===== src/hdl/pfc_pkg.sv =====
// Shared constants, opcode codes and state type of the program flow controller
package pfc_pkg;
    // Opcode field of an instruction word
    localparam int OPC_MSB = 15;
    localparam int OPC_LSB = 12;
    localparam logic [3:0] OP_NOP = 4'h0;
    localparam logic [3:0] OP_PTR_WR = 4'h1;
    localparam logic [3:0] OP_MOD_WR = 4'h2;
    localparam logic [3:0] OP_OFF_WR = 4'h3;
    localparam logic [3:0] OP_ADDR_USE = 4'h4;
    localparam logic [3:0] OP_SP_WR = 4'h5;
    localparam logic [3:0] OP_CALL = 4'h6;
    localparam logic [3:0] OP_BIT_FIELD_SET_OP_SR = 4'h7;
    localparam logic [3:0] OP_DO = 4'h8;
    localparam logic [3:0] OP_JMP = 4'h9;
    localparam logic [3:0] OP_ENDDO = 4'hA;
    localparam logic [15:0] NOP_WORD = 16'h0000;
    // Argument field positions
    localparam int ARG_USES_OFF_BIT = 11;
    localparam int ARG_BF_HIGH_BIT = 8;
    localparam int ARG_DO_LEN_MSB = 11;
    localparam int ARG_DO_LEN_LSB = 8;
    // Status word, mode word fields and reset values
    localparam int SR_LF_BIT = 15;
    localparam int SR_I1_BIT = 9;
    localparam int SR_I0_BIT = 8;
    localparam int OMR_NL_BIT = 15;
    localparam logic [15:0] SR_RST = 16'h0300;
    localparam logic [15:0] OMR_RST = 16'h0000;
    localparam logic [15:0] SP_RST = 16'h0000;
    localparam logic [15:0] VEC_RESET = 16'h0000;
    localparam logic [15:0] VEC_EXT_A = 16'h0010;
    localparam logic [15:0] VEC_EXT_B = 16'h0012;
    localparam int LC_W = 13;
    // Register byte offsets
    localparam logic [7:0] REG_PC = 8'h00;
    localparam logic [7:0] REG_SR = 8'h04;
    localparam logic [7:0] REG_LA = 8'h08;
    localparam logic [7:0] REG_LC = 8'h0C;
    localparam logic [7:0] REG_OMR = 8'h10;
    localparam logic [7:0] REG_IR = 8'h14;
    localparam logic [7:0] REG_CTRL = 8'h18;
    localparam logic [7:0] REG_STAT = 8'h1C;
    // Control register fields
    localparam int CTRL_RUN_BIT = 0;
    localparam int CTRL_LVLA_BIT = 1;
    localparam int CTRL_LVLB_BIT = 2;
    localparam logic [15:0] CTRL_RST = 16'h0001;

    typedef enum logic [1:0] {PFC_RESET, PFC_RUN} pfc_state_t;

    // Opcode of an instruction word
    function automatic logic [3:0] pfc_opc(input logic [15:0] w);
        return w[OPC_MSB:OPC_LSB];
    endfunction : pfc_opc
endpackage : pfc_pkg


===== src/hdl/pfc_core.sv =====
// Program flow controller: fetch, decode, loops, interrupts, register port
//
// The register offsets and register access over Avalon-MM are this design's own decisions.
`timescale 1ns/1ps
module pfc_core #(
    parameter int NUM_PERIPH = 4
) (
    input wire logic clk_sys_i,
    input wire logic rst_b_i,
    output logic [15:0] pmem_addr_o,
    input wire logic [15:0] pmem_data_i,
    input wire logic ext_int_line_a_i,
    input wire logic ext_int_line_b_i,
    input wire logic [NUM_PERIPH-1:0] periph_irq_i,
    input wire logic [NUM_PERIPH-1:0] periph_lvl_i,
    input wire logic [16*NUM_PERIPH-1:0] periph_vec_i,
    output logic exc_taken_o,
    output logic [15:0] exc_vector_o,
    output logic sstk_we_o,
    output logic [15:0] sstk_addr_o,
    output logic [15:0] sstk_data_o,
    output logic agu_valid_o,
    output logic [3:0] agu_op_o,
    output logic [11:0] agu_arg_o,
    input wire logic [7:0] avs_address_i,
    input wire logic avs_read_i,
    input wire logic avs_write_i,
    input wire logic [31:0] avs_writedata_i,
    output logic [31:0] avs_readdata_o,
    output logic avs_waitrequest_o
);
    import pfc_pkg::*;

    localparam int NSRC = NUM_PERIPH + 2;

    typedef struct packed {
        pfc_state_t fsm;
        logic [15:0] pc;
        logic [15:0] ir;
        logic [15:0] sr;
        logic [15:0] la;
        logic [LC_W-1:0] lc;
        logic [15:0] operating_mode_word;
        logic [15:0] sp;
        logic [15:0] sp_pend;
        logic sp_pend_v;
        logic [15:0] bf_val;
        logic bf_pend;
        logic [1:0][15:0] loop_return_stack;
        logic [1:0] hws_cnt;
        logic [15:0] ctrl;
        logic sstk_we;
        logic [15:0] sstk_addr;
        logic [15:0] sstk_data;
        logic agu_v;
        logic [3:0] agu_op;
        logic [11:0] agu_arg;
        logic exc;
        logic [15:0] vec;
        logic wait_r;
        logic [31:0] rdata;
    } pfc_st_t;

    pfc_st_t st_reg;
    pfc_st_t st_next;
    logic [3:0] op_ir;
    logic [3:0] op_f;
    logic [11:0] arg;
    logic run_now;
    logic stall;
    logic redirect;
    logic [15:0] tgt;
    logic take;
    logic take_ok;
    logic fetch_go;
    logic [15:0] hws_top;
    logic found;
    logic best_lvl;
    logic [15:0] best_vec;
    logic cur_ipl;
    logic [NSRC-1:0] src_req;
    logic [NSRC-1:0] src_lvl;
    logic bus_req;

    // Outputs straight from the state flops
    assign pmem_addr_o = st_reg.pc;
    assign exc_taken_o = st_reg.exc;
    assign exc_vector_o = st_reg.vec;
    assign sstk_we_o = st_reg.sstk_we;
    assign sstk_addr_o = st_reg.sstk_addr;
    assign sstk_data_o = st_reg.sstk_data;
    assign agu_valid_o = st_reg.agu_v;
    assign agu_op_o = st_reg.agu_op;
    assign agu_arg_o = st_reg.agu_arg;
    assign avs_readdata_o = st_reg.rdata;
    assign avs_waitrequest_o = st_reg.wait_r;

    // Request arbitration and priority check
    always_comb begin
        src_req = {periph_irq_i, ext_int_line_b_i, ext_int_line_a_i};
        src_lvl = {periph_lvl_i, st_reg.ctrl[CTRL_LVLB_BIT],
                   st_reg.ctrl[CTRL_LVLA_BIT]};
        found = 1'b0;
        best_lvl = 1'b0;
        best_vec = VEC_EXT_A;
        // Downward scan so the lowest index wins a tie
        for (int i = NSRC - 1; i >= 0; i--) begin
            if (src_req[i] && (!found || src_lvl[i] >= best_lvl)) begin
                found = 1'b1;
                best_lvl = src_lvl[i];
                if (i == 0) begin
                    best_vec = VEC_EXT_A;
                end else if (i == 1) begin
                    best_vec = VEC_EXT_B;
                end else begin
                    best_vec = periph_vec_i[16*(i-2) +: 16];
                end
            end
        end
        // Any mask bit set raises the core to level 1
        cur_ipl = st_reg.sr[SR_I1_BIT] | st_reg.sr[SR_I0_BIT];
        // Request level plus one must exceed the core level
        take = found && ({1'b0, best_lvl} + 2'd1 > {1'b0, cur_ipl});
    end

    // Next-state logic for fetch, decode, loops, exceptions and bus
    always_comb begin
        st_next = st_reg;
        st_next.sstk_we = 1'b0;
        st_next.agu_v = 1'b0;
        st_next.exc = 1'b0;
        op_ir = pfc_opc(st_reg.ir);
        op_f = pfc_opc(pmem_data_i);
        arg = st_reg.ir[11:0];
        hws_top = st_reg.hws_cnt[1] ? st_reg.loop_return_stack[1] : st_reg.loop_return_stack[0];
        run_now = (st_reg.fsm == PFC_RUN) && st_reg.ctrl[CTRL_RUN_BIT];
        redirect = 1'b0;
        tgt = {4'h0, arg};
        stall = run_now && op_ir == OP_OFF_WR && op_f == OP_ADDR_USE
                && pmem_data_i[ARG_USES_OFF_BIT];
        fetch_go = 1'b0;
        take_ok = take;
        bus_req = avs_read_i | avs_write_i;

        // Bus slave: one wait cycle, write lands when waitrequest is low
        st_next.wait_r = ~(bus_req & st_reg.wait_r);
        if (avs_read_i && st_reg.wait_r) begin
            case (avs_address_i)
                REG_PC: st_next.rdata = {16'h0000, st_reg.pc};
                REG_SR: st_next.rdata = {16'h0000, st_reg.sr};
                REG_LA: st_next.rdata = {16'h0000, st_reg.la};
                REG_LC: st_next.rdata = {19'h00000, st_reg.lc};
                REG_OMR: st_next.rdata = {16'h0000, st_reg.operating_mode_word};
                REG_IR: st_next.rdata = {16'h0000, st_reg.ir};
                REG_CTRL: st_next.rdata = {16'h0000, st_reg.ctrl};
                REG_STAT: st_next.rdata = {14'h0000, st_reg.hws_cnt, st_reg.vec};
                default: st_next.rdata = 32'h0000_0000;
            endcase
        end
        if (avs_write_i && !st_reg.wait_r) begin
            case (avs_address_i)
                REG_SR: st_next.sr = avs_writedata_i[15:0];
                REG_LA: st_next.la = avs_writedata_i[15:0];
                REG_LC: st_next.lc = avs_writedata_i[LC_W-1:0];
                REG_OMR: st_next.operating_mode_word = avs_writedata_i[15:0];
                REG_CTRL: st_next.ctrl = avs_writedata_i[15:0];
                default: ;
            endcase
        end

        case (st_reg.fsm)
            // Reset processing holds off arbitration for one cycle
            PFC_RESET: begin
                st_next.pc = VEC_RESET;
                st_next.ir = NOP_WORD;
                st_next.fsm = PFC_RUN;
            end
            PFC_RUN: begin
                if (run_now) begin
                    // A pending stack pointer write lands unless a call follows
                    if (st_reg.sp_pend_v && op_ir != OP_CALL) begin
                        st_next.sp = st_reg.sp_pend;
                        st_next.sp_pend_v = 1'b0;
                    end
                    // Address-unit ops go out in order; an offset use right after an offset write waits one bubble
                    if (op_ir == OP_PTR_WR || op_ir == OP_MOD_WR
                        || op_ir == OP_OFF_WR || op_ir == OP_ADDR_USE) begin
                        st_next.agu_v = 1'b1;
                        st_next.agu_op = op_ir;
                        st_next.agu_arg = arg;
                    end
                    case (op_ir)
                        OP_SP_WR: begin
                            st_next.sp_pend_v = 1'b1;
                            st_next.sp_pend = {4'h0, arg};
                        end
                        OP_CALL: begin
                            // Return address saved with the old pointer
                            st_next.sstk_we = 1'b1;
                            st_next.sstk_addr = st_reg.sp;
                            st_next.sstk_data = st_reg.pc;
                            st_next.sp = st_reg.sp + 16'h0001;
                            st_next.sp_pend_v = 1'b0;
                            redirect = 1'b1;
                        end
                        OP_JMP: redirect = 1'b1;
                        OP_BIT_FIELD_SET_OP_SR: begin
                            // First cycle reads the status word
                            st_next.bf_pend = 1'b1;
                            st_next.bf_val = st_reg.sr | (arg[ARG_BF_HIGH_BIT]
                                ? {arg[7:0], 8'h00} : {8'h00, arg[7:0]});
                        end
                        OP_DO: begin
                            // Full stack drops the push
                            if (st_reg.hws_cnt != 2'd2) begin
                                st_next.loop_return_stack[st_reg.hws_cnt[0]] = st_reg.pc;
                                st_next.hws_cnt = st_reg.hws_cnt + 2'd1;
                            end
                            st_next.operating_mode_word[OMR_NL_BIT] = st_reg.sr[SR_LF_BIT];
                            st_next.sr[SR_LF_BIT] = 1'b1;
                            st_next.la = st_reg.pc
                                + {12'h000, arg[ARG_DO_LEN_MSB:ARG_DO_LEN_LSB]};
                            st_next.lc = {5'h00, arg[7:0]};
                        end
                        OP_ENDDO: begin
                            st_next.sr[SR_LF_BIT] = st_reg.operating_mode_word[OMR_NL_BIT];
                            st_next.operating_mode_word[OMR_NL_BIT] = 1'b0;
                            if (st_reg.hws_cnt != 2'd0) begin
                                st_next.hws_cnt = st_reg.hws_cnt - 2'd1;
                            end
                        end
                        default: ;
                    endcase
                    // Second cycle writes back, overriding the loop flag set
                    if (st_reg.bf_pend) begin
                        st_next.sr = st_reg.bf_val;
                        st_next.bf_pend = (op_ir == OP_BIT_FIELD_SET_OP_SR);
                    end
                    // Exceptions wait for flow changes and status write-back
                    if (op_ir == OP_CALL || op_ir == OP_JMP || op_ir == OP_DO
                        || op_ir == OP_BIT_FIELD_SET_OP_SR || op_ir == OP_SP_WR
                        || st_reg.sp_pend_v || st_reg.bf_pend || stall) begin
                        take_ok = 1'b0;
                    end
                    // Fetch path
                    if (redirect) begin
                        st_next.pc = tgt;
                        st_next.ir = NOP_WORD;
                    end else if (take_ok) begin
                        st_next.sstk_we = 1'b1;
                        st_next.sstk_addr = st_reg.sp;
                        st_next.sstk_data = st_reg.pc;
                        st_next.sp = st_reg.sp + 16'h0001;
                        st_next.pc = best_vec;
                        st_next.vec = best_vec;
                        st_next.exc = 1'b1;
                        st_next.sr[SR_I1_BIT] = 1'b1;
                        st_next.sr[SR_I0_BIT] = 1'b1;
                        st_next.ir = NOP_WORD;
                    end else if (stall) begin
                        st_next.ir = NOP_WORD;
                    end else begin
                        fetch_go = 1'b1;
                        st_next.ir = pmem_data_i;
                        st_next.pc = st_reg.pc + 16'h0001;
                        // Loop end checked only while the loop flag is set
                        if (st_reg.sr[SR_LF_BIT] && st_reg.pc == st_reg.la) begin
                            if (st_reg.lc != 13'h0001) begin
                                st_next.lc = st_reg.lc - 13'h0001;
                                st_next.pc = hws_top;
                            end else begin
                                st_next.sr[SR_LF_BIT] = st_reg.operating_mode_word[OMR_NL_BIT];
                                st_next.operating_mode_word[OMR_NL_BIT] = 1'b0;
                                if (st_reg.hws_cnt != 2'd0) begin
                                    st_next.hws_cnt = st_reg.hws_cnt - 2'd1;
                                end
                            end
                        end
                    end
                end
            end
            default: st_next.fsm = PFC_RESET;
        endcase
    end

    // State register; reset loads the reset processing state
    always_ff @(posedge clk_sys_i or negedge rst_b_i) begin
        if (!rst_b_i) begin
            st_reg <= '0;
            st_reg.fsm <= PFC_RESET;
            st_reg.pc <= VEC_RESET;
            st_reg.sr <= SR_RST;
            st_reg.operating_mode_word <= OMR_RST;
            st_reg.sp <= SP_RST;
            st_reg.ctrl <= CTRL_RST;
            st_reg.wait_r <= 1'b1;
        end else begin
            st_reg <= st_next;
        end
    end

    // Offset hazard inserts a bubble and holds the fetch address
    property p_off_stall;
        @(posedge clk_sys_i) disable iff (!rst_b_i)
        stall |=> (st_reg.ir == NOP_WORD) && (st_reg.pc == $past(st_reg.pc));
    endproperty
    a_off_stall: assert property (p_off_stall) else $error("no offset stall");

    // Call after stack pointer write uses the old pointer
    property p_sp_call;
        @(posedge clk_sys_i) disable iff (!rst_b_i)
        (run_now && op_ir == OP_CALL && st_reg.sp_pend_v) |=>
            sstk_we_o && sstk_addr_o == $past(st_reg.sp)
            && st_reg.sp == $past(st_reg.sp) + 16'h0001 && !st_reg.sp_pend_v;
    endproperty
    a_sp_call: assert property (p_sp_call) else $error("call used new sp");

    // Bit-field read then write-back one cycle later
    property p_bf_two;
        @(posedge clk_sys_i) disable iff (!rst_b_i)
        (run_now && op_ir == OP_BIT_FIELD_SET_OP_SR) ##1 run_now |=>
            st_reg.sr == $past(st_reg.bf_val);
    endproperty
    a_bf_two: assert property (p_bf_two) else $error("bad bit-field timing");

    // Write-back beats the loop flag set in the same cycle
    property p_lf_override;
        @(posedge clk_sys_i) disable iff (!rst_b_i)
        (run_now && st_reg.bf_pend && op_ir == OP_DO) |=>
            st_reg.sr[SR_LF_BIT] == $past(st_reg.bf_val[SR_LF_BIT]);
    endproperty
    a_lf_override: assert property (p_lf_override) else $error("lf override");

    // Loop start pushes, copies the flag into the nested bit and sets it
    property p_do_start;
        @(posedge clk_sys_i) disable iff (!rst_b_i)
        (run_now && !st_reg.bf_pend && op_ir == OP_DO && st_reg.hws_cnt != 2'd2)
        |=> st_reg.sr[SR_LF_BIT]
            && st_reg.hws_cnt == $past(st_reg.hws_cnt) + 2'd1
            && st_reg.operating_mode_word[OMR_NL_BIT] == $past(st_reg.sr[SR_LF_BIT])
            && hws_top == $past(st_reg.pc);
    endproperty
    a_do_start: assert property (p_do_start) else $error("bad loop start");

    // With the loop flag clear a plain fetch never branches back
    property p_loop_gate;
        @(posedge clk_sys_i) disable iff (!rst_b_i)
        (fetch_go && !st_reg.sr[SR_LF_BIT]) |=>
            st_reg.pc == $past(st_reg.pc) + 16'h0001;
    endproperty
    a_loop_gate: assert property (p_loop_gate) else $error("loop after end");

    // A level 0 request is taken only with both mask bits clear
    property p_irq_mask;
        @(posedge clk_sys_i) disable iff (!rst_b_i)
        (st_reg.exc && !$past(best_lvl)) |->
            $past(st_reg.sr[SR_I1_BIT:SR_I0_BIT]) == 2'b00;
    endproperty
    a_irq_mask: assert property (p_irq_mask) else $error("masked irq taken");

    // Reset state starts at the reset vector with no exception
    property p_reset;
        @(posedge clk_sys_i) disable iff (!rst_b_i)
        (st_reg.fsm == PFC_RESET) |=>
            st_reg.fsm == PFC_RUN && st_reg.pc == VEC_RESET && !exc_taken_o;
    endproperty
    a_reset: assert property (p_reset) else $error("reset not honoured");

    // Exception pushes the fetch address and jumps to the chosen vector
    property p_exc_push;
        @(posedge clk_sys_i) disable iff (!rst_b_i)
        exc_taken_o |-> sstk_we_o && pmem_addr_o == exc_vector_o
            && sstk_data_o == $past(st_reg.pc);
    endproperty
    a_exc_push: assert property (p_exc_push) else $error("bad exception");
endmodule : pfc_core


===== config.mk =====
export PLATFORM = sky130hd
export DESIGN_NAME = pfc_core
export DESIGN_NICKNAME = d
export VERILOG_FILES = /design/src/hdl/pfc_pkg.sv /design/src/hdl/pfc_core.sv
export SDC_FILE = /design/constraint.sdc
export NUM_CORES = 1
export LEC_CHECK = 0
export BUFFER_PORTS_ARGS = -buffer_cell sky130_fd_sc_hd__buf_2
export CAP_MARGIN = 25
export CORE_UTILIZATION = 40
export DETAILED_ROUTE_END_ITERATION = 6
export HOLD_SLACK_MARGIN = 0.1
export PLACE_DENSITY_LB_ADDON = 0.1
export SLEW_MARGIN = 40
export SYNTH_ARGS = -nofsm -noshare
export SYNTH_HDL_FRONTEND = slang
export SYNTH_SLANG_ARGS = --single-unit

===== constraint.sdc =====
create_clock -name clk_sys_i -period 2.7 [get_ports clk_sys_i]
set_input_delay 0.405 -clock clk_sys_i [delete_from_list [all_inputs] [get_ports clk_sys_i]]
set_output_delay 0.405 -clock clk_sys_i [all_outputs]
set_load 0.02 [all_outputs]

==> reports/metrics.yaml, run 1 <==
netlist_instances: 1529
critPathKind: "flip-flop to flip-flop"
antenna_found_initial: 3
gr-total-overflow: 0
die_h_um: 198
worst_pin_slew_ns: 0.747
worstPathArrival_ns: 3.01
r2r_start: "op_ir[1]"
start_util_pct: 40.6
clock_latency_ns: 0.54
fillers: 3611
cellLeakagePower_nw: 9.28
ys.flop_type: "dfrtp_1"
muxShareOfSynthArea_pct: 12.8
ys_async_sr_fraction_pct: 100
clock-sinks: 276
drtIter0Drc: 1155
cap_violations: 0
post_drt_wl_per_cell_um: 23.7
synth-simple-area-share_pct: 11.6
ys_warn_count: 0
design_area_um2: 18500
synth-edff-count: 0
cp_common_cell: "buf_4"
vias: 12800
crit_slowest_cell: "or3b_2"
synth-compound-area-share_pct: 18.0
coreArea_um2: 37700
syn_area_per_cell_um2: 10.0
synthesis.area_um2: 15300
synth_top_family_by_area: "compound AO/OA/AOI/OAI gates"
register_area_um2: 6910
drive_above_1_share_pct: 31.9
slowest_delay_ns: 0.47
numCtsBuffers: 36
fin_cells: 2269
htree_levels: 2
remaining_drc_errors: 0
die_area_um2: 39100
grt_pass1_vias: 12800
clock_skew_ns: 0.0216
cellPowerDensity_nw_per_um2: 587
num_rows: 71
grt_max_degree: 79
numPlacedInstances: 2198
cp_max_fo: 5
drt-pass1-iter-count: 6
path_buf_inv: 2
synthAdderAreaFrac_pct: 1.11
grt_first_pass_wirelength_um: 80600
hold_path.class: "input port to flip-flop"
fin_crit_ns: 2.59
required_ns: 3.11
holdWs_ns: 0.123
root_buffer: "clkbuf_16"
endpoint_kind: "flip-flop"
gp_congestion: 0.926
viasPerCell: 5.65
antenna_cells: 0
vdd_drop_max_uv: 353
pin_count: 250
cts_tree: "yes"
ys_seq_area_share_pct: 45.2
drtAntennaViolNets: 0
period_share_pct: 96.0
final.setup.tns_ns: 0
synthToLayoutAreaGrowth_pct: 21.1
grtUsageTotal_pct: 27.8
hold_violations: 0
synthXorXnorAreaFrac_pct: 2.40
crit_start: "op_ir[1]"
synth_cell_types: 81
nets: 1879
io_buffers: 219
setup_violations: 0
ys_ff_latch: 276
totalWireLength_um: 53800
status: "finished, final reports clean"
multiInputGateArea_um2: 7120
critPathLaunchType: "flip-flop"
dp_hpwl_um: 39200
path_cells: "buf_4 > or3b_2 > o211a_2 > and3_1 > a21boi_4 > buf_4 > and3_2 > nor3_1 > a211o_1"
placed_area_um2: 17100
hp-start: "pmem_data_i[14]"
clockBufferDepth: 3
final_max_slew_viol_count: 0
clk_pin_slew_worst_paths_ns: 0.05
largest_register_ffs: 156
fmax_ghz: 0.386
maxSlewHeadroom_pct: 50.2
cpLargestDelayFamily: "simple AND/OR/NAND/NOR gates"
die_w_um: 198
rsz0062_at_grt: "no"
## worst paths after layout
| path | slack, ns | cells past startpoint | end |
|---|---|---|---|
| worst max-delay path | 0.11 | 9 | st_reg[217] |
| worst max register to register | 0.11 | 9 | st_reg[217] |
| worst min-delay path | 0.12 | 2 | op_ir[2] |
| min in group asynchronous | 0.47 | 2 | agu_arg_o[3] |
| max in group asynchronous | 1.42 | 3 | avs_waitrequest_o |
| worst min register to register | 0.47 | 2 | agu_arg_o[1] |
## what timing repair did
item	CTS	global route
endpoints found under the setup margin	0	59
hold endpoints to repair	74	0
hold buffers	7	0
resized for setup	0	6
setup buffers	0	0
## metal layers
layer	global-route usage, %	vias to the layer above	part of all wire, %
met5	0	-	0.022
met4	10.7	2	3.9
met2	43.8	531	45
met1	37.2	6339	43
li1	-	5833	-
met3	6.32	116	7.7
## cell usage after synthesis (4+ instances only)
| cell type | number | area share (%) |
|---|---|---|
| and2_1 | 6 | 0.25 |
| a31oi_1 | 11 | 0.45 |
| a22o_1 | 20 | 1.1 |
| a221oi_1 | 15 | 0.86 |
| a2bb2oi_1 | 17 | 0.97 |
| nor2b_1 | 6 | 0.25 |
| buf_2 | 14 | 0.46 |
| a221o_1 | 5 | 0.33 |
| and3_1 | 15 | 0.61 |
| mux2i_1 | 64 | 4.2 |
| nor4_1 | 4 | 0.16 |
| nand2_1 | 135 | 3.3 |
| buf_4 | 117 | 5.7 |
| o21ai_0 | 80 | 2.6 |
| mux2_2 | 103 | 7.6 |
| nor2_1 | 88 | 2.2 |
| mux2_1 | 14 | 1.0 |
| or2_2 | 5 | 0.20 |
| a211o_1 | 4 | 0.23 |
| nor3_1 | 19 | 0.62 |
| xnor2_1 | 32 | 1.8 |
| a41oi_1 | 16 | 0.92 |
| buf_1 | 4 | 0.098 |
| a211oi_1 | 11 | 0.54 |
| a32oi_1 | 4 | 0.23 |
| a21o_1 | 23 | 1.1 |
| o22ai_1 | 16 | 0.65 |
| nand3_1 | 32 | 1.0 |
| or3_1 | 6 | 0.25 |
| o211ai_1 | 4 | 0.20 |
| ha_1 | 12 | 0.98 |
| inv_1 | 27 | 0.66 |
| clkbuf_1 | 78 | 1.9 |
| a22oi_1 | 58 | 2.8 |
| xor2_1 | 10 | 0.57 |
| o21ai_1 | 19 | 0.62 |
| a21oi_1 | 82 | 2.7 |
| dfstp_2 | 4 | 0.69 |
| o21a_1 | 5 | 0.25 |
| nand4_1 | 14 | 0.57 |
| dfrtp_1 | 272 | 44 |
## area by class of cell
cell class,count,area share (%)
flip-flops and latches,276,37.3
repair buffers,365,13.3
inverters,28,0.567
well taps,511,3.45
multi-input cells,1025,38.4
clock inverters,18,1.67
clock buffers,46,5.34
## layout by cell type (no fill, tap or decap), drive strengths merged, types with 5 or more instances in the layout
cell         synthesis  routed
nand4               15      15
or3                  6       6
mux2               117     117
xnor2               32      32
nand3               32      32
clkinvlp             0       5
or2                  5       5
nor2                91      91
o21a                 5       5
nor2b                6       6
a22oi               58      58
o21ai               99      99
a21oi               83      83
and2                 7       7
and3                15      15
conb                 2      15
a41oi               16      16
a31oi               12      12
bufinv               0       8
xor2                10      10
a2bb2oi             17      17
a221oi              15      15
buf                135     358
clkbuf              78      46
a21o                23      23
nand2              136     136
dfrtp              272     272
a211oi              11      11
inv                 27      29
dlygate4sd3          0       7
mux2i               64      64
a221o                5       5
o22ai               16      16
nor3                23      23
a22o                20      20
ha                  12      12
nor4                 6       6
## logic make-up (layout without fill, tap and decap cells)
group / count (synthesis) / in the layout
other: 2 / 15
adders and majority gates: 13 / 13
buffers and inverters: 241 / 457
muxes: 181 / 181
xor gates and xnor gates: 42 / 42
and+or+nand+nor: 362 / 362
DFF: 276 / 276
AOI/OAI and AO/OA: 412 / 412
## per-stage QoR
stage | power, mW | setup WS (ns) | utilization (%)
4_1_cts | 11.0 | 0.0615 | 49.1
5_1_grt | 11.3 | 0.00242 | 49.2
6_report | 10.9 | 0.107 | 49.2
3_3_place_gp | 5.66 | -0.271 | 45.4
3_5_place_dp | 5.68 | -0.240 | 45.5
2_1_floorplan | 5.13 | 0.338 | -
## power by group
part	internal, mW	total, mW	switching (mW)
clock network	3.37	5.27	1.91
registers	4.27	4.42	0.153
logic	0.467	1.19	0.728
total	8.10	10.9	2.79
(Power assumes the default switching activity.)
==> run 2, diff against run 1 <==
- ABC_AREA: default -> 0
- CAP_MARGIN: 25 -> 20
- clock period: 2.7 -> 2.85 ns (I/O delays scaled with it)
==> reports/metrics.yaml, run 2 (synthesized netlist as in run 1, its figures left out) <==
hold_violations: 0
reg2reg_depth: 7
hold_path.class: "input port to flip-flop"
drtAntennaViolNets: 0
final_cell_mix: "dfrtp_1 (272), buf_2 (218), nand2_1 (134)"
drt-pass1-iter-count: 6
gr-total-overflow: 0
ff2ff_setup_slack_ns: 0.18
clock-sinks: 276
status: "finished, final reports clean"
die_area_um2: 39100
num_rows: 71
placed_area_um2: 16900
coreArea_um2: 37700
rsz0062_at_grt: "no"
required_ns: 3.34
vias: 12800
pin_count: 250
register_area_um2: 6910
endpoint_kind: "flip-flop"
clk_pin_slew_worst_paths_ns: 0.06
cp_max_fo: 8
worst_pin_slew_ns: 0.768
r2r_start: "st_reg[224]"
crit_start: "st_reg[224]"
antenna_found_initial: 5
drtIter0Drc: 1179
setup_violations: 0
dp_hpwl_um: 38300
utilization_pct: 47.7
drive_above_1_share_pct: 29.7
largest_register_ffs: 156
finalWorstSetupSlack_ns: 0.176
clock_latency_ns: 0.56
die_h_um: 198
grt_max_degree: 79
layout_commonest_cell: "dfrtp_1"
final_max_slew_viol_count: 0
design_area_um2: 18000
cap_violations: 0
totalWireLength_um: 53200
start_util_pct: 40.6
cellPowerDensity_nw_per_um2: 526
post_drt_wl_per_cell_um: 23.8
cts_tree: "yes"
crit_slowest_cell: "or4_4"
clock_skew_ns: 0.0269
critPathKind: "flip-flop to flip-flop"
htree_levels: 2
io_buffers: 219
multiInputGateArea_um2: 7100
whs_path_depth: 2
grtUsageTotal_pct: 27.9
dp_slack_ns: 0.0236
slowest_delay_ns: 0.59
cp.depth: 7
numPlacedInstances: 2169
die_w_um: 198
power.total_mw: 9.45
path_buf_inv: 0
fin_cells: 2240
grt_first_pass_wirelength_um: 80700
remaining_drc_errors: 0
worstPathArrival_ns: 3.17
nets: 1850
path_cells: "or4_4 > nor2_4 > nand4_2 > and3_1 > a31oi_1 > a22o_1 > a211o_1"
fin_crit_ns: 2.67
cpLargestDelayFamily: "simple AND/OR/NAND/NOR gates"
clockBufferDepth: 3
critPathLaunchType: "flip-flop"
viasPerCell: 5.70
vdd_drop_max_uv: 398
hp-start: "pmem_data_i[4]"
synthToLayoutAreaGrowth_pct: 17.5
grt_pass1_vias: 12500
fmax_ghz: 0.374
cellLeakagePower_nw: 9.01
period_share_pct: 93.8
maxSlewHeadroom_pct: 48.8
numCtsBuffers: 35
root_buffer: "clkbuf_16"
post-cts-setup-buffers: 0
fillers: 3660
gp_congestion: 0.928
==> run 2: changes by cell type in the layout (fill, tap and decap cells not counted), sizes merged, moves of 2 or more <==
cell,before,now
inv,29,31
buf,358,329
bufinv,8,0
clkinvlp,5,0
clkbuf,46,54
==> run 2: worst reg2reg max path, cell delays in order (launching register included) <==
cell,delay (ns)
dfrtp_1,0.44
or4_4,0.59
nor2_4,0.13
nand4_2,0.17
and3_1,0.36
a31oi_1,0.59
a22o_1,0.23
a211o_1,0.09
==> run 2: power by group <==
| group | internal (mW) | switching [mW] |
|---|---|---|
| sequential | 4.04 | 0.147 |
| clock | 2.37 | 1.78 |
| combinational | 0.421 | 0.683 |
| total | 6.84 | 2.61 |
==> run 2: metrics by stage <==
step / hold slack (ns) / TNS (ns)
after CTS: 0.102 / 0
after global routing: 0.128 / 0
after detailed placement: 0.318 / 0
after global placement: 0.312 / -4.75
final: 0.122 / 0
after floorplan: 0.132 / 0
==> run 2: area by class of cell <==
cell class,instances,area share [%]
tap,511,3.56
clock inverter,8,0.306
clock buffer,54,5.44
sequential,276,38.4
antenna,1,0.0139
timing repair buffer,337,12.2
inverter,28,0.585
multi-input combinational,1025,39.5
==> run 2: timing repair <==
item                      CTS  global route
hold endpoints to repair   39             0
hold buffers                8             0
gates resized for setup     0             0
==> run 2: metal layers <==
| layer | up-vias | share of wire, % | GRT usage, % |
|---|---|---|---|
| met5 | - | 0 | 0 |
| met4 | 0 | 2.8 | 9.33 |
| met3 | 77 | 7.1 | 5.33 |
| met2 | 500 | 45 | 43.0 |
| met1 | 6400 | 45 | 39.2 |
| li1 | 5781 | - | - |
==> run 2: final timing paths <==
kind | end
worst max-delay path | st_reg[223]
worst min-delay path | arg[4]
worst max register to register | st_reg[223]
worst min register to register | avs_readdata_o[11]
max in group asynchronous | st_reg[203]
min in group asynchronous | agu_valid_o
==> run 3, diff against run 2 <==
- BUFFER_PORTS_ARGS: -buffer_cell sky130_fd_sc_hd__buf_2 -> -buffer_cell sky130_fd_sc_hd__buf_4
==> reports/metrics.yaml, run 3 (synthesized netlist as in run 1, its figures left out) <==
start_util_pct: 40.6
ctsHoldBuffers: 18
endpoint_kind: "flip-flop"
grt_max_degree: 69
hold_violations: 0
required_ns: 3.31
numCtsBuffers: 31
totalWireLength_um: 52900
io_buffers: 219
worstPathArrival_ns: 3.15
drtIter0Drc: 1048
nets: 1845
cts_resized: 0
clk_pin_slew_worst_paths_ns: 0.06
coreArea_um2: 37700
synthToLayoutAreaGrowth_pct: 21.6
viasPerCell: 5.73
pin_count: 250
htree_levels: 1
num_rows: 71
post-cts-setup-buffers: 0
gr-total-overflow: 0
die_area_um2: 39100
layout_commonest_cell: "buf_4"
cap_violations: 0
maxSlewHeadroom_pct: 47.2
final_cell_mix: "buf_4 (305), dfrtp_1 (272), nand2_1 (135)"
period_share_pct: 94.3
drive_above_1_share_pct: 29.8
final.setup.tns_ns: 0
final_max_slew_viol_count: 0
clock_skew_ns: 0.0172
hold_path.class: "input port to flip-flop"
grt_first_pass_wirelength_um: 79200
clock_latency_ns: 0.58
antenna_found_initial: 1
worst_pin_slew_ns: 0.792
status: "finished, final reports clean"
largest_register_ffs: 156
vdd_drop_max_uv: 417
die_h_um: 198
cp_max_fo: 6
hp-start: "avs_writedata_i[12]"
drtAntennaViolNets: 0
die_w_um: 198
fmax_ghz: 0.372
crit_start: "pmem_data_i[12]"
setup_violations: 0
dp_hpwl_um: 38600
slowest_delay_ns: 0.54
path_cells: "dlygate4sd3_1 > buf_4 > nor4b_2 > nand4_1 > and3_1 > a21boi_4 > a31oi_1 > a22o_1 > a211o_1"
post_drt_wl_per_cell_um: 23.7
critPathKind: "input port to flip-flop"
cellLeakagePower_nw: 9.13
gp_congestion: 0.955
root_buffer: "clkbuf_16"
power.total_mw: 9.82
r2r_start: "st_reg[224]"
clock-sinks: 276
cts_tree: "yes"
grt_pass1_vias: 12500
crit_slowest_cell: "dlygate4sd3_1"
fin_crit_ns: 2.69
cellPowerDensity_nw_per_um2: 528
grtUsageTotal_pct: 27.3
rsz0062_at_grt: "no"
critPathLaunchType: "input port"
drt-pass1-iter-count: 7
clockBufferDepth: 3
vias: 12800
remaining_drc_errors: 0
run 3: changes by cell type in the layout (fill, tap and decap cells not counted), moves of 3 or more:
cell,previous run,this run
buf_4,96,305
clkbuf_16,35,31
clkinv_2,4,10
inv_6,4,0
buf_2,218,0
dlygate4sd3_1,8,18
bufinv_16,0,7
clkinvlp_4,0,3
clkbuf_1,16,1
run 3: power by group:
group          internal (mW)  switching [mW]  leakage (nW)  total, mW
clock                   2.72            1.73         0.555       4.45
sequential              4.04           0.154          3.68       4.19
combinational          0.500           0.674          4.89       1.17
run 3: stage by stage:
| step | instances | hold WS, ns | setup slack [ns] | instance area, µm² | utilization (%) |
|---|---|---|---|---|---|
| after global placement | 2158 | 0.435 | 0.159 | 17300 | 45.9 |
| after global routing | 2233 | 0.130 | 0.0558 | 18600 | 49.4 |
| after detailed placement | 2158 | 0.440 | 0.164 | 17300 | 45.9 |
| final | 2234 | 0.132 | 0.161 | 18600 | 49.4 |
| after floorplan | 1542 | 0.132 | 0.488 | 15400 | - |
| after CTS | 2233 | 0.111 | 0.213 | 18600 | 49.4 |
run 3: final timing paths:
kind / slack [ns] / end / cells after the start
worst max-delay path: 0.16 / st_reg[221] / 9
worst min-delay path: 0.13 / st_reg[228] / 3
worst max register to register: 0.21 / st_reg[221] / 7
worst min register to register: 0.48 / agu_arg_o[3] / 2
max in group asynchronous: 1.63 / exc_vector_o[12] / 3
min in group asynchronous: 0.42 / agu_valid_o / 2
run 3: area by class of cell:
| class | count | area (µm²) |
|---|---|---|
| antenna | 1 | 2.50 |
| clock buffer | 36 | 835 |
| clock inverter | 21 | 292 |
| fill | 3529 | 19100 |
| inverter | 28 | 105 |
| multi-input combinational | 1025 | 7100 |
| sequential | 276 | 6910 |
| tap | 511 | 639 |
| timing repair buffer | 336 | 2730 |
run 3: critical path, delay by kind of cell:
family | cells | cell delay [ns]
compound gates | 4 | 1.00
buf+inv | 2 | 0.68
simple gates | 3 | 1.04
run 3: layer usage:
layer	global-route usage (%)	up-vias	part of all wire (%)
met5	0	-	0
met4	9.76	0	3.6
met3	5.29	102	7.8
met2	42.6	549	45
met1	37.6	6369	44
li1	-	5773	-
